[src/verilog/hbt_pkg.sv]
`default_nettype none
package hbt_pkg;
  // register geometry
  localparam int          REG_W          = 16;
  localparam int          ADDR_W         = 5;
  localparam int          SEL_W          = 3;
  localparam int          NUM_BRIDGES    = 4;
  localparam int          NUM_SETS       = 4;
  // offsets within a bank
  localparam logic [4:0]  OFS_TIMING_MAP = 5'h04;
  localparam logic [4:0]  OFS_TIMING_SETS = 5'h05;
  localparam logic [4:0]  OFS_OUTPUT_MODE = 5'h06;
  localparam logic [4:0]  OFS_EXTRA_SETS = 5'h1d;
  // bank of the active and freewheel copies
  localparam logic        BANK_ACTIVE    = 1'b0;
  localparam logic        BANK_FREEWHEEL = 1'b1;
  // field positions inside the timing-set register
  localparam int          POS_DEAD1      = 0;
  localparam int          POS_BLANK1     = 3;
  localparam int          POS_DEAD2      = 6;
  localparam int          POS_BLANK2     = 9;
  localparam int          POS_DEAD3      = 12;
  // field positions inside the extra-set register
  localparam int          POS_XBLANK3    = 0;
  localparam int          POS_XDEAD4     = 3;
  localparam int          POS_XBLANK4    = 6;
  // reset values and write masks
  localparam logic [15:0] RST_TIMING_SETS = 16'h4924;
  localparam logic [15:0] MASK_TIMING_SETS = 16'h7fff;
  localparam logic [15:0] RST_EXTRA_SETS = 16'h0124;
  localparam logic [15:0] MASK_EXTRA_SETS = 16'h01ff;
  localparam logic [15:0] RST_TIMING_MAP = 16'h0000;
  localparam logic [15:0] MASK_TIMING_MAP = 16'h00ff;
  localparam logic [15:0] RST_OUTPUT_MODE = 16'h0000;
  localparam logic [15:0] MASK_OUTPUT_MODE = 16'h00ff;
  // bridge mode codes
  localparam logic [1:0]  MODE_HIZ       = 2'h0;
  localparam logic [1:0]  MODE_LOW_ON    = 2'h1;
  localparam logic [1:0]  MODE_HIGH_ON   = 2'h2;
  // clock rate and timing tables in ns
  localparam int          CLK_PERIOD_NS  = 4;
  localparam int          DEAD_NS [8] = '{375, 625, 1000, 1500,
                                          2000, 3000, 4000, 16000};
  localparam int          BLANK_NS [8] = '{625, 1000, 1250, 1500,
                                           2000, 3000, 4000, 16000};
  localparam int          CNT_W          = 13;
  // least times, rounded up to whole cycles
  function automatic logic [12:0] deadCycles(input logic [2:0] code);
    deadCycles = 13'((DEAD_NS[code] + CLK_PERIOD_NS - 1) / CLK_PERIOD_NS);
  endfunction
  function automatic logic [12:0] blankCycles(input logic [2:0] code);
    blankCycles = 13'((BLANK_NS[code] + CLK_PERIOD_NS - 1) / CLK_PERIOD_NS);
  endfunction
endpackage
`default_nettype wire

[src/verilog/hbt_gate_if.sv]
`timescale 1ns/1ps
`default_nettype none
// per-bridge timing and gate signals between top and bridge sequencer
interface hbt_gate_if;
  logic [1:0]  mode;       // requested bridge mode
  logic [12:0] deadCnt;    // dead time in cycles
  logic [12:0] blankCnt;   // blank time in cycles
  logic        vdsFault;   // raw overvoltage detection
  logic        highOn;     // high-side gate
  logic        lowOn;      // low-side gate
  logic        vdsError;   // qualified overvoltage
  modport ctrl (output mode, deadCnt, blankCnt, vdsFault,
                input highOn, lowOn, vdsError);
  modport seq (input mode, deadCnt, blankCnt, vdsFault,
               output highOn, lowOn, vdsError);
endinterface
`default_nettype wire

[src/verilog/hbt_bridge_seq.sv]
`timescale 1ns/1ps
`default_nettype none
// one half-bridge: dead time between gates, blanking after turn-on
module hbt_bridge_seq
  import hbt_pkg::*;
(
  // clock and reset
  input wire logic clk,
  input wire logic rst,
  // bridge link
  hbt_gate_if.seq  gate
);
  typedef enum logic [3:0] {
    ST_OFF   = 4'b0001,
    ST_DEAD  = 4'b0010,
    ST_HIGH  = 4'b0100,
    ST_LOW   = 4'b1000
  } hbt_state_e;

  hbt_state_e       state;       // current gate state
  hbt_state_e       next_state;
  logic [12:0]      cnt;         // dead or blank countdown
  logic [12:0]      next_cnt;
  logic             target;      // gate to open after dead time, 1 = high
  logic             next_target;

  // desired side from mode code; code 11 falls back to off
  logic wantHigh;
  logic wantLow;
  assign wantHigh = (gate.mode == MODE_HIGH_ON);
  assign wantLow  = (gate.mode == MODE_LOW_ON);

  // next state: every turn-on passes through dead time first; turn-off is immediate
  always_comb begin
    next_state  = state;
    next_cnt    = (cnt != '0) ? cnt - 13'd1 : cnt;
    next_target = target;
    unique case (state)
      ST_OFF: begin
        if (wantHigh || wantLow) begin
          next_state  = ST_DEAD;
          next_target = wantHigh;
          next_cnt    = gate.deadCnt;
        end
      end
      ST_DEAD: begin
        if (!(wantHigh || wantLow)) begin
          next_state = ST_OFF;
        end else if (wantHigh != target) begin
          // request flipped mid-wait: restart the full gap
          next_target = wantHigh;
          next_cnt    = gate.deadCnt;
        end else if (cnt <= 13'd1) begin
          next_state = target ? ST_HIGH : ST_LOW;
          next_cnt   = gate.blankCnt;
        end
      end
      ST_HIGH: begin
        if (!wantHigh) begin
          next_state  = wantLow ? ST_DEAD : ST_OFF;
          next_target = 1'b0;
          next_cnt    = gate.deadCnt;
        end
      end
      ST_LOW: begin
        if (!wantLow) begin
          next_state  = wantHigh ? ST_DEAD : ST_OFF;
          next_target = 1'b1;
          next_cnt    = gate.deadCnt;
        end
      end
    endcase
  end

  // state registers
  always_ff @(posedge clk) begin
    if (rst) begin
      state  <= ST_OFF;
      cnt    <= '0;
      target <= 1'b0;
    end else begin
      state  <= next_state;
      cnt    <= next_cnt;
      target <= next_target;
    end
  end

  // gates never overlap: only one on-state exists
  assign gate.highOn   = (state == ST_HIGH);
  assign gate.lowOn    = (state == ST_LOW);
  // detections masked while blank count runs
  assign gate.vdsError = gate.vdsFault && (gate.highOn || gate.lowOn)
                         && (cnt == '0);
endmodule
`default_nettype wire

[src/verilog/hbt_timing_regs.sv]
`timescale 1ns/1ps
`default_nettype none
// Summary of operation
// - active dead codes decode 375ns..16us, default 100
// - active blank codes decode 625ns..16us, default 100
// - freewheel set register only in bank 1
// - freewheel set register resets to 0x4924
// - five 3-bit selectors at documented bit fields
// - freewheel dead codes decode 375ns..16us
// - freewheel blank codes decode 625ns..16us
// - sets 3 blank, 4 from separate register
// - mode register, four 2-bit bridge fields
// - mode 00/11 off, 01 low, 10 high
// - reserved bits read zero, not writable
// - active set register same offset bank 0
// - map register picks timing set per bridge
module hbt_timing_regs
  import hbt_pkg::*;
#(
  parameter int NBRIDGE = NUM_BRIDGES  // half-bridges driven
)(
  // clock and reset
  input  wire logic               clk,
  input  wire logic               rst,
  // register port from serial front end
  input  wire logic               regBank,
  input  wire logic [ADDR_W-1:0]  regAddr,
  input  wire logic               regWrite,
  input  wire logic [REG_W-1:0]   regWdata,
  output logic      [REG_W-1:0]   regRdata,
  output logic                    regHit,
  // gate driver side
  input  wire logic [NBRIDGE-1:0] activeIsHigh,
  input  wire logic [NBRIDGE-1:0] vdsFault,
  output logic      [NBRIDGE-1:0] highGate,
  output logic      [NBRIDGE-1:0] lowGate,
  output logic      [NBRIDGE-1:0] vdsError
);
  // register map, 16-bit words at 5-bit offsets
  //   0x04  bridge to timing-set map, two bits a bridge, unbanked
  //   0x05  timing sets 1 to 3, banked: bank 0 active, bank 1 freewheel
  //   0x06  bridge output mode, two bits a bridge, unbanked
  //   0x1d  blank 3, dead 4 and blank 4 codes, banked like 0x05
  // any other offset ignores writes and reads back zero; reserved
  // bits are dropped on the way in, so a read never shows a bit that
  // software could not have set
  // the bank bit is a level that the serial front end holds together
  // with the offset; it is only looked at for the banked words

  // timing codes become cycle counts here, once per bridge, so each
  // sequencer only ever sees a ready count; every count is the typical
  // time rounded up to whole clock periods, which keeps the real gap at
  // or above the typical figure, never below it
  // code 111 is the longest time on both tables; the gate current that
  // must go with it lives outside this block and is not checked here

  // active and freewheel words are fully separate flops: writing one
  // bank never disturbs the other, and both reset to the same pattern
  // register storage, one copy per bank for the timing sets
  // full 16-bit words keep the read path plain; reserved bits are held
  // at zero by the write masks and cost no real storage
  logic [REG_W-1:0] setsAct;      // active timing sets, bank 0
  logic [REG_W-1:0] setsFw;       // freewheel timing sets, bank 1
  logic [REG_W-1:0] extraAct;     // active sets 3 blank, 4
  logic [REG_W-1:0] extraFw;      // freewheel sets 3 blank, 4
  logic [REG_W-1:0] timingMap;    // bridge to set mapping
  logic [REG_W-1:0] outputMode;   // bridge mode fields
  logic [REG_W-1:0] next_setsAct;
  logic [REG_W-1:0] next_setsFw;
  logic [REG_W-1:0] next_extraAct;
  logic [REG_W-1:0] next_extraFw;
  logic [REG_W-1:0] next_timingMap;
  logic [REG_W-1:0] next_outputMode;

  // address decode; bank only matters for banked registers
  // the decode is on offset alone, so the hit flag is the same in
  // either bank and software can probe a word without a bank switch
  logic hitSets;   // timing sets 1 to 3, banked
  logic hitExtra;  // remaining set codes, banked
  logic hitMap;    // bridge to set map
  logic hitMode;   // bridge output mode
  // offset compare only; regHit tells the front end the word exists
  assign hitSets  = (regAddr == OFS_TIMING_SETS);
  assign hitExtra = (regAddr == OFS_EXTRA_SETS);
  assign hitMap   = (regAddr == OFS_TIMING_MAP);
  assign hitMode  = (regAddr == OFS_OUTPUT_MODE);
  assign regHit   = hitSets | hitExtra | hitMap | hitMode;

  // writes, masked so reserved bits stay zero
  // a write lands at the clock edge that samples the strobe; the two
  // bank copies share one offset, so the bank bit alone keeps a write
  // to the freewheel copy from touching the active one
  always_comb begin
    next_setsAct    = setsAct;
    next_setsFw     = setsFw;
    next_extraAct   = extraAct;
    next_extraFw    = extraFw;
    next_timingMap  = timingMap;
    next_outputMode = outputMode;
    // hold by default; only a strobed write to a hit offset moves a word
    if (regWrite) begin
      if (hitSets && regBank == BANK_FREEWHEEL) begin
        next_setsFw = regWdata & MASK_TIMING_SETS;
      end
      if (hitSets && regBank == BANK_ACTIVE) begin
        next_setsAct = regWdata & MASK_TIMING_SETS;
      end
      if (hitExtra && regBank == BANK_FREEWHEEL) begin
        next_extraFw = regWdata & MASK_EXTRA_SETS;
      end
      if (hitExtra && regBank == BANK_ACTIVE) begin
        next_extraAct = regWdata & MASK_EXTRA_SETS;
      end
      if (hitMap) begin
        next_timingMap = regWdata & MASK_TIMING_MAP;
      end
      if (hitMode) begin
        next_outputMode = regWdata & MASK_OUTPUT_MODE;
      end
    end
  end

  // register update; reset pattern puts every selector at code 100
  // with every selector at 100 both tables start at a middle time, long
  // enough to be safe on any bridge before software sets its own
  always_ff @(posedge clk) begin
    if (rst) begin
      setsAct    <= RST_TIMING_SETS;
      setsFw     <= RST_TIMING_SETS;
      extraAct   <= RST_EXTRA_SETS;
      extraFw    <= RST_EXTRA_SETS;
      timingMap  <= RST_TIMING_MAP;
      outputMode <= RST_OUTPUT_MODE;
    end else begin
      setsAct    <= next_setsAct;
      setsFw     <= next_setsFw;
      extraAct   <= next_extraAct;
      extraFw    <= next_extraFw;
      timingMap  <= next_timingMap;
      outputMode <= next_outputMode;
    end
  end

  // read mux, from flip-flops; unmapped offsets read zero
  // data follows the address by one cycle; a read in the cycle of a
  // write to that word shows the old value, the new one a cycle later
  logic [REG_W-1:0] next_regRdata;
  always_comb begin
    next_regRdata = '0;
    if (hitSets) begin
      next_regRdata = (regBank == BANK_FREEWHEEL) ? setsFw : setsAct;
    end else if (hitExtra) begin
      next_regRdata = (regBank == BANK_FREEWHEEL) ? extraFw : extraAct;
    end else if (hitMap) begin
      next_regRdata = timingMap;
    end else if (hitMode) begin
      next_regRdata = outputMode;
    end
  end
  // registered so the data output never glitches with the address
  always_ff @(posedge clk) begin
    if (rst) begin
      regRdata <= '0;
    end else begin
      regRdata <= next_regRdata;
    end
  end

  // gather the four (dead, blank) pairs for one register copy
  // set 1 sits in the low six bits so the map code times six is the
  // offset of the chosen pair; blank 3 and all of set 4 come from the
  // extra word, the rest from the timing-set word
  function automatic logic [23:0] gatherSets(input logic [15:0] sets,
                                             input logic [15:0] extra);
    gatherSets = {extra[POS_XDEAD4 +: SEL_W], extra[POS_XBLANK4 +: SEL_W],
                  sets[POS_DEAD3 +: SEL_W],   extra[POS_XBLANK3 +: SEL_W],
                  sets[POS_DEAD2 +: SEL_W],   sets[POS_BLANK2 +: SEL_W],
                  sets[POS_DEAD1 +: SEL_W],   sets[POS_BLANK1 +: SEL_W]};
  endfunction

  logic [23:0] pairsAct;  // six-bit {dead, blank} per set, set 1 low
  logic [23:0] pairsFw;
  assign pairsAct = gatherSets(setsAct, extraAct);
  assign pairsFw  = gatherSets(setsFw, extraFw);

  // one sequencer per bridge
  // the pair comes from the copy that belongs to the switch about to
  // turn on: the sequencer samples the counts when it leaves the off,
  // dead or on state, and the mode field then already names the side
  // it heads for, so the choice follows the mode, not the state
  genvar b;
  generate
    for (b = 0; b < NBRIDGE; b++) begin : g_bridge
      hbt_gate_if  link ();
      logic [1:0]  setSel;   // chosen timing set
      logic        headHigh; // requested side is the high switch
      logic        useAct;   // switch turning on is the active one
      logic [5:0]  pair;     // selected dead and blank codes
      assign setSel   = timingMap[2*b +: 2];
      assign headHigh = (outputMode[2*b +: 2] == MODE_HIGH_ON);
      // active copy when the active side switches on, else freewheel
      assign useAct   = (headHigh == activeIsHigh[b]);
      assign pair     = useAct ? pairsAct[6*setSel +: 6]
                               : pairsFw[6*setSel +: 6];
      // mode field straight through; code 11 is handled as off
      assign link.mode     = outputMode[2*b +: 2];
      // codes to cycle counts; one table serves both copies
      assign link.deadCnt  = deadCycles(pair[5:3]);
      assign link.blankCnt = blankCycles(pair[2:0]);
      assign link.vdsFault = vdsFault[b];
      assign highGate[b]   = link.highOn;
      assign lowGate[b]    = link.lowOn;
      assign vdsError[b]   = link.vdsError;
      hbt_bridge_seq u_seq (
        .clk  (clk),
        .rst  (rst),
        .gate (link.seq)
      );
    end
  endgenerate
endmodule
`default_nettype wire

[config.mk]
export PLATFORM = sky130hd
export DESIGN_NAME = hbt_timing_regs
export DESIGN_NICKNAME = d
export VERILOG_FILES = /design/src/verilog/hbt_pkg.sv /design/src/verilog/hbt_gate_if.sv /design/src/verilog/hbt_bridge_seq.sv /design/src/verilog/hbt_timing_regs.sv
export SDC_FILE = /design/constraint.sdc
export NUM_CORES = 1
export LEC_CHECK = 0
export BUFFER_PORTS_ARGS = -buffer_cell sky130_fd_sc_hd__buf_2
export CAP_MARGIN = 40
export CORE_ASPECT_RATIO = 1.25
export CORE_MARGIN = 2
export CORE_UTILIZATION = 35
export CTS_CLUSTER_DIAMETER = 80
export DETAILED_ROUTE_END_ITERATION = 6
export GPL_TIMING_DRIVEN = 0
export SLEW_MARGIN = 30
export SYNTH_ARGS = -nofsm -noshare
export SYNTH_HDL_FRONTEND = slang
export SYNTH_SLANG_ARGS = --single-unit
[constraint.sdc]
create_clock -name clk -period 3.9 [get_ports clk]
set_input_delay 0.78 -clock clk [delete_from_list [all_inputs] [get_ports clk]]
set_output_delay 0.78 -clock clk [all_outputs]
set_load 0.005 [all_outputs]
==> flow_summary.json, run 1 <==
{
  "p_sw_frac": 0.418,
  "clock_latency_ns": 0.46,
  "hold_viol_final": 0,
  "track_usage": 0.224,
  "p_switching_uw": 2960,
  "via_per_inst": 5.77,
  "total_power_uw": 7090,
  "syn-cell-area_um2": 12700,
  "min_period_ns": 3.77,
  "numCtsBuffers": 17,
  "cp-start-kind": "register",
  "core_area_um2": 36000,
  "fin_ws_ns": 0.130,
  "worstSetupPathType": "register to register",
  "cts_tree": "built",
  "status": "complete, no violations",
  "worst_clock_skew_ns": 0.0153,
  "design_area_um2": 14600,
  "critPathTopFamily": "multiplexers",
  "drive_above_1_share": 0.142,
  "async_flop_share": 0,
  "path_clk_slew_ns": 0.06,
  "slew_viol_final": 0,
  "final_common_cell": "nand2_1",
  "relSlewSlack": 0.371,
  "mostFrequentLayoutCells": "nand2_1, nor2_1, dfxtp_1",
  "wl_per_cell_um": 19.6,
  "diodes": 0,
  "syn_nets": 1711,
  "clock_sinks": 151,
  "power.share.clock": 0.233,
  "ys.flop_type": "dfxtp_1",
  "hold_path_class": "register to register",
  "synth_edf_count": 0,
  "place_hpwl_um": 32900,
  "yosys-top-cells-area": "dfxtp_1, mux2i_1, ha_1",
  "power.density_nw_per_um2": 485,
  "start_util": 0.353,
  "yosys.area.top_type": "dfxtp_1",
  "port_buffers": 58,
  "p_seq_frac": 0.295,
  "nets": 1812,
  "worstPathMaxFanout": 10,
  "synthCells": 1602,
  "cp_slowest_cell": "mux4_2",
  "leakage_uw": 0.00593,
  "crit_chain": "inv_1, ha_1, buf_4, xnor2_2, buf_4, mux4_2, mux2i_4, ha_1, nand2_1, or3_1, xnor2_1, a21oi_1, a21oi_1, o22ai_1",
  "place_ws_ns": -0.650,
  "drt-total-wl_um": 43100,
  "die_h_um": 217,
  "io_pins": 62,
  "first_pass_iters": 5,
  "synth_top_area_share": 0.238,
  "cts_root_buffer": "clkbuf_16",
  "required_ns": 4.27,
  "row_count": 78,
  "antenna_left": 0,
  "grt_max_degree": 17,
  "grt_pass1_vias": 12000,
  "hold_ws_ns": 0.535,
  "intPower_uw": 4120,
  "die_area_um2": 37900,
  "dpl_cell_area_um2": 13700,
  "cap_violations": 0,
  "remaining_drc_errors": 0,
  "antenna_found_initial": 3,
  "cp_num_buf_inv": 3,
  "die_w_um": 174,
  "tightestPinTransition_ns": 0.917,
  "yosys_register_bits": 151,
  "vias": 12700,
  "max_stage_delay_ns": 0.54,
  "grt_pass1_wl_um": 66200,
  "combPwrFrac": 0.472,
  "synth_warnings": 0,
  "avgSynthCellArea_um2": 7.93,
  "syn2layout_area_growth_pct": 15.0,
  "cts_htree_levels": 4,
  "fmax_mhz": 265,
  "fin_cells": 2195,
  "placed_cells": 2145,
  "ir_worst_vdd_uv": 375,
  "cts_hold_buf": 0,
  "drtIter0Drc": 898,
  "arrival_ns": 4.14,
  "gp_congestion": 0.957,
  "setup_viol": 0,
  "ys_types": 79,
  "overflow": 0,
  "yosysSeqAreaShare": 0.238,
  "end_kind": "register",
  "period_share": 0.967,
  "clk_path_buf_depth": 2
}
==> power by group through the flow <==
stage                     Sequential, µW  Clock, µW  Combinational, µW
after global routing                2130       1740               3730
after floorplan                     2050          0               2580
final                               2090       1650               3350
after detailed placement            2120          0               3280
after CTS                           2090       1680               3300
after global placement              2110          0               3240
==> cells in the mapped netlist, types with 39 or more instances <==
| library cell | instances |
|---|---|
| xnor2_1 | 40 |
| nor2_1 | 171 |
| nor3_1 | 71 |
| a21oi_1 | 113 |
| mux2i_1 | 102 |
| o21ai_0 | 58 |
| ha_1 | 76 |
| dfxtp_1 | 151 |
| nand3_1 | 39 |
| nand2_1 | 184 |
| clkbuf_1 | 55 |
| inv_1 | 63 |
==> through the flow <==
step / setup TNS (ns) / utilization
floorplan: 0 / -
global placement: -8.58 / 0.378
detailed placement: -8.74 / 0.379
CTS: 0 / 0.399
global route: -0.0520 / 0.406
finish: 0 / 0.406
==> worst paths after layout <==
check | from | to | slack, ns | cells past startpoint
worst max-delay path | outputMode[2]$_SDFFE_PP0P_ | g_bridge[1].u_seq.cnt[3]$_SDFF_PP0_ | 0.13 | 14
worst max register to register | outputMode[2]$_SDFFE_PP0P_ | g_bridge[1].u_seq.cnt[3]$_SDFF_PP0_ | 0.13 | 14
worst min register to register | setsAct[6]$_SDFFE_PP0P_ | setsAct[6]$_SDFFE_PP0P_ | 0.54 | 2
worst min-delay path | setsAct[6]$_SDFFE_PP0P_ | setsAct[6]$_SDFFE_PP0P_ | 0.54 | 2
==> registers in the layout, indices dropped and copies added, names as in the netlist, 9 cells and up <==
register / count
extraAct: 9
extraFw: 9
g_bridge.u_seq.cnt: 52
g_bridge.u_seq.state: 16
regRdata: 15
setsAct: 15
setsFw: 15
==> logic make-up (layout without fill, tap and decap cells) <==
| group | Yosys count | in the layout | share of synthesized area |
|---|---|---|---|
| and+or+nand+nor | 628 | 628 | 0.239 |
| AOI/OAI and AO/OA | 361 | 361 | 0.180 |
| muxes | 159 | 159 | 0.161 |
| buffers and inverters | 153 | 266 | 0.0534 |
| DFF | 151 | 151 | 0.238 |
| adders and majority gates | 76 | 76 | 0.0748 |
| xor gates and xnor gates | 73 | 73 | 0.0530 |
| other | 1 | 1 | 0.000295 |
==> routing by layer <==
metal / share of wire / GRT usage / vias to the layer above
li1: - / - / 6012
met1: 0.40 / 0.258 / 5947
met2: 0.47 / 0.378 / 538
met3: 0.066 / 0.0426 / 155
met4: 0.063 / 0.146 / 6
met5: 0.00090 / 0 / -
==> worst register-to-register path: stages (launching register included) <==
cell and delay (ns):
dfxtp_1 0.39, inv_1 0.06, ha_1 0.19, buf_4 0.18, xnor2_2 0.30, buf_4 0.26
mux4_2 0.54, mux2i_4 0.33, ha_1 0.30, nand2_1 0.13, or3_1 0.39, xnor2_1 0.15
a21oi_1 0.18, a21oi_1 0.09, o22ai_1 0.19
==> final cells by class <==
class / count / area (µm²)
Timing Repair Buffer: 83 / 498
Multi-Input combinational cell: 1298 / 9230
Clock inverter: 11 / 118
Clock buffer: 20 / 457
Buffer: 89 / 452
Tap cell: 480 / 601
Fill cell: 3663 / 21400
Inverter: 63 / 236
Sequential cell: 151 / 3020
==> timing repair <==
action,4_1_cts,5_1_grt
setup buffers,2,14
endpoints found under the setup margin,30,23
pin swaps,1,3
gates resized for setup,27,20
No activity file was read; power rests on OpenSTA's default activity.
==> run 2, diff against run 1 <==
--- a/config.mk
+++ b/config.mk
@@ -5,6 +5,7 @@
 export SDC_FILE = /design/constraint.sdc
 export NUM_CORES = 1
 export LEC_CHECK = 0
+export ABC_CLOCK_PERIOD_IN_PS = 3900
 export BUFFER_PORTS_ARGS = -buffer_cell sky130_fd_sc_hd__buf_2
 export CAP_MARGIN = 40
 export CORE_ASPECT_RATIO = 1.25
@@ -13,7 +14,6 @@
 export CTS_CLUSTER_DIAMETER = 80
 export DETAILED_ROUTE_END_ITERATION = 6
 export GPL_TIMING_DRIVEN = 0
-export SLEW_MARGIN = 30
 export SYNTH_ARGS = -nofsm -noshare
 export SYNTH_HDL_FRONTEND = slang
 export SYNTH_SLANG_ARGS = --single-unit
==> constraint.sdc (replaced) <==
create_clock -name clk -period 3.9 [get_ports clk]
set_input_delay 0.195 -clock clk [delete_from_list [all_inputs] [get_ports clk]]
set_output_delay 0.195 -clock clk [all_outputs]
set_load 0.005 [all_outputs]
==> run 2 against run 1 <==
  * Clock-buffer cell count shrank 3
  * First-iteration DRC count down 3.8%
  * Critical path depth rose by 1
  * Critical path type unchanged
==> flow_summary.json, run 2 (same netlist as run 1, synthesis figures left out) <==
{
  "core_area_um2": 36000,
  "fin_cells": 2207,
  "hold_viol_final": 0,
  "antenna_found_initial": 4,
  "use_met2": 0.392,
  "place_ws_ns": -0.578,
  "clock_sinks": 151,
  "end_kind": "register",
  "setup_viol": 0,
  "arrival_ns": 4.10,
  "grt_max_degree": 17,
  "seq_area_um2": 3020,
  "period_share": 0.972,
  "grt_use_met3": 0.0369,
  "die_area_um2": 37900,
  "tightestPinTransition_ns": 0.953,
  "cts_htree_levels": 4,
  "largest_reg_flops": 52,
  "drtIter0Drc": 864,
  "hold_ws_ns": 0.0603,
  "p_switching_uw": 3040,
  "fin_ws_ns": 0.107,
  "start_util": 0.353,
  "fin_util": 0.410,
  "cp_slowest_cell": "dfxtp_1",
  "leakage_uw": 0.00600,
  "max_stage_delay_ns": 0.44,
  "use_met1": 0.258,
  "cap_violations": 0,
  "numCtsBuffers": 17,
  "nets": 1822,
  "final_common_cell": "nand2_1",
  "cts_tree": "built",
  "hold_path_class": "primary input to register",
  "worstSetupStartpoint": "outputMode[4]$_SDFFE_PP0P_",
  "row_count": 78,
  "drt-total-wl_um": 43300,
  "remaining_drc_errors": 0,
  "min_period_ns": 3.79,
  "fmax_mhz": 264,
  "worst_clock_skew_ns": 0.0139,
  "grt_pass1_wl_um": 66800,
  "cp-start-kind": "register",
  "power.density_nw_per_um2": 489,
  "required_ns": 4.21,
  "slew_viol_final": 0,
  "wl_per_cell_um": 19.6,
  "regToRegStartpoint": "outputMode[4]$_SDFFE_PP0P_",
  "power.share.clock": 0.242,
  "port_buffers": 58,
  "rsz0062_at_grt": "false",
  "die_h_um": 217,
  "clock_latency_ns": 0.46,
  "p_seq_frac": 0.289,
  "gp_congestion": 0.957,
  "mostFrequentLayoutCells": "nand2_1, nor2_1, dfxtp_1",
  "cp_num_buf_inv": 4,
  "relSlewSlack": 0.365,
  "nFillCells": 3727,
  "drive_above_1_share": 0.141,
  "place_hpwl_um": 33100,
  "track_usage": 0.225,
  "antenna_left": 0,
  "die_w_um": 174,
  "worstPathMaxFanout": 10,
  "vias": 12600,
  "top_regs": "g_bridge.u_seq.cnt: 52 flops, g_bridge.u_seq.state: 16 flops",
  "total_power_uw": 7210,
  "status": "complete, no violations",
  "cts_root_buffer": "clkbuf_16",
  "worstSetupPathType": "register to register",
  "p_sw_frac": 0.421,
  "via_per_inst": 5.73,
  "intPower_uw": 4170,
  "crit_chain": "inv_1, ha_1, buf_6, xnor2_4, buf_6, buf_4, mux4_2, mux2i_4, ha_1, o21ai_1, nor4_2, and2_1, xnor2_1, o21ai_0, a21oi_1",
  "io_pins": 62,
  "syn2layout_area_growth_pct": 16.1,
  "first_pass_iters": 7,
  "placed_cells": 2148,
  "overflow": 0,
  "grt_pass1_vias": 12000,
  "ir_worst_vdd_uv": 370,
  "clk_path_buf_depth": 2,
  "critPathTopFamily": "buffers and inverters",
  "top_usage_layer": "met2",
  "min_from": "regWdata[6]",
  "multi_input_area_um2": 9230,
  "largest_register": "g_bridge.u_seq.cnt",
  "path_clk_slew_ns": 0.07,
  "combPwrFrac": 0.469
}
==> run 2: cell types whose count changed in the layout (fill, tap and decap cells not counted), sizes merged <==
cell / before / now
buf: 117 / 121
bufinv: 1 / 2
clkbuf: 75 / 71
clkinvlp: 2 / 0
diode: 0 / 1
dlygate4sd3: 0 / 7
inv: 66 / 71
==> run 2: final cells by class <==
| cell class | instances | area share |
|---|---|---|
| multi-input combinational | 1298 | 0.626 |
| sequential | 151 | 0.205 |
| timing repair buffer | 93 | 0.0409 |
| tap | 480 | 0.0407 |
| buffer | 89 | 0.0305 |
| clock buffer | 17 | 0.0288 |
| inverter | 63 | 0.0160 |
| clock inverter | 15 | 0.0123 |
| antenna | 1 | 0.000170 |
==> run 2: power groups by stage <==
| stage | registers (µW) | clock network, µW | logic (µW) |
|---|---|---|---|
| 6_report | 2090 | 1750 | 3380 |
| 5_1_grt | 2130 | 1830 | 3750 |
| 4_1_cts | 2080 | 1790 | 3330 |
| 3_5_place_dp | 2120 | 0 | 3300 |
| 3_3_place_gp | 2110 | 0 | 3240 |
| 2_1_floorplan | 2050 | 0 | 2580 |
==> run 2: metal layers <==
layer | wire length, µm | vias to the layer above
met4 | 2610 | 6
met2 | 20800 | 508
li1 | - | 6041
met1 | 17200 | 5945
met3 | 2700 | 148
met5 | 34 | -
==> run 2: timing repair <==
item,CTS,global route
endpoints found under the hold margin,16,0
resized for setup,27,18
gates cloned,0,0
hold buffers,7,0
pin swaps,2,3
endpoints found under the setup margin,29,23
buffers inserted,2,17
==> run 2: worst min-delay path, delay by kind of cell <==
family	cells	cell delay, ns
compound gates	1	0.05
buf+inv	1	0.15
simple gates	1	0.07
==> run 2: path summary, 6_finish.rpt <==
check,end,slack (ns),cells past startpoint
worst min-delay path,setsFw[6]$_SDFFE_PP0P_,0.06,3
worst min register to register,setsAct[6]$_SDFFE_PP0P_,0.53,2
worst max register to register,g_bridge[2].u_seq.cnt[7]$_SDFF_PP0_,0.11,15
worst max-delay path,g_bridge[2].u_seq.cnt[7]$_SDFF_PP0_,0.11,15
==> run 2: through the flow <==
step	instance area, µm²	setup TNS (ns)
finish	14800	0
global route	14700	0
CTS	14500	0
detailed placement	13700	-5.95
global placement	13600	-5.60
floorplan	12700	0
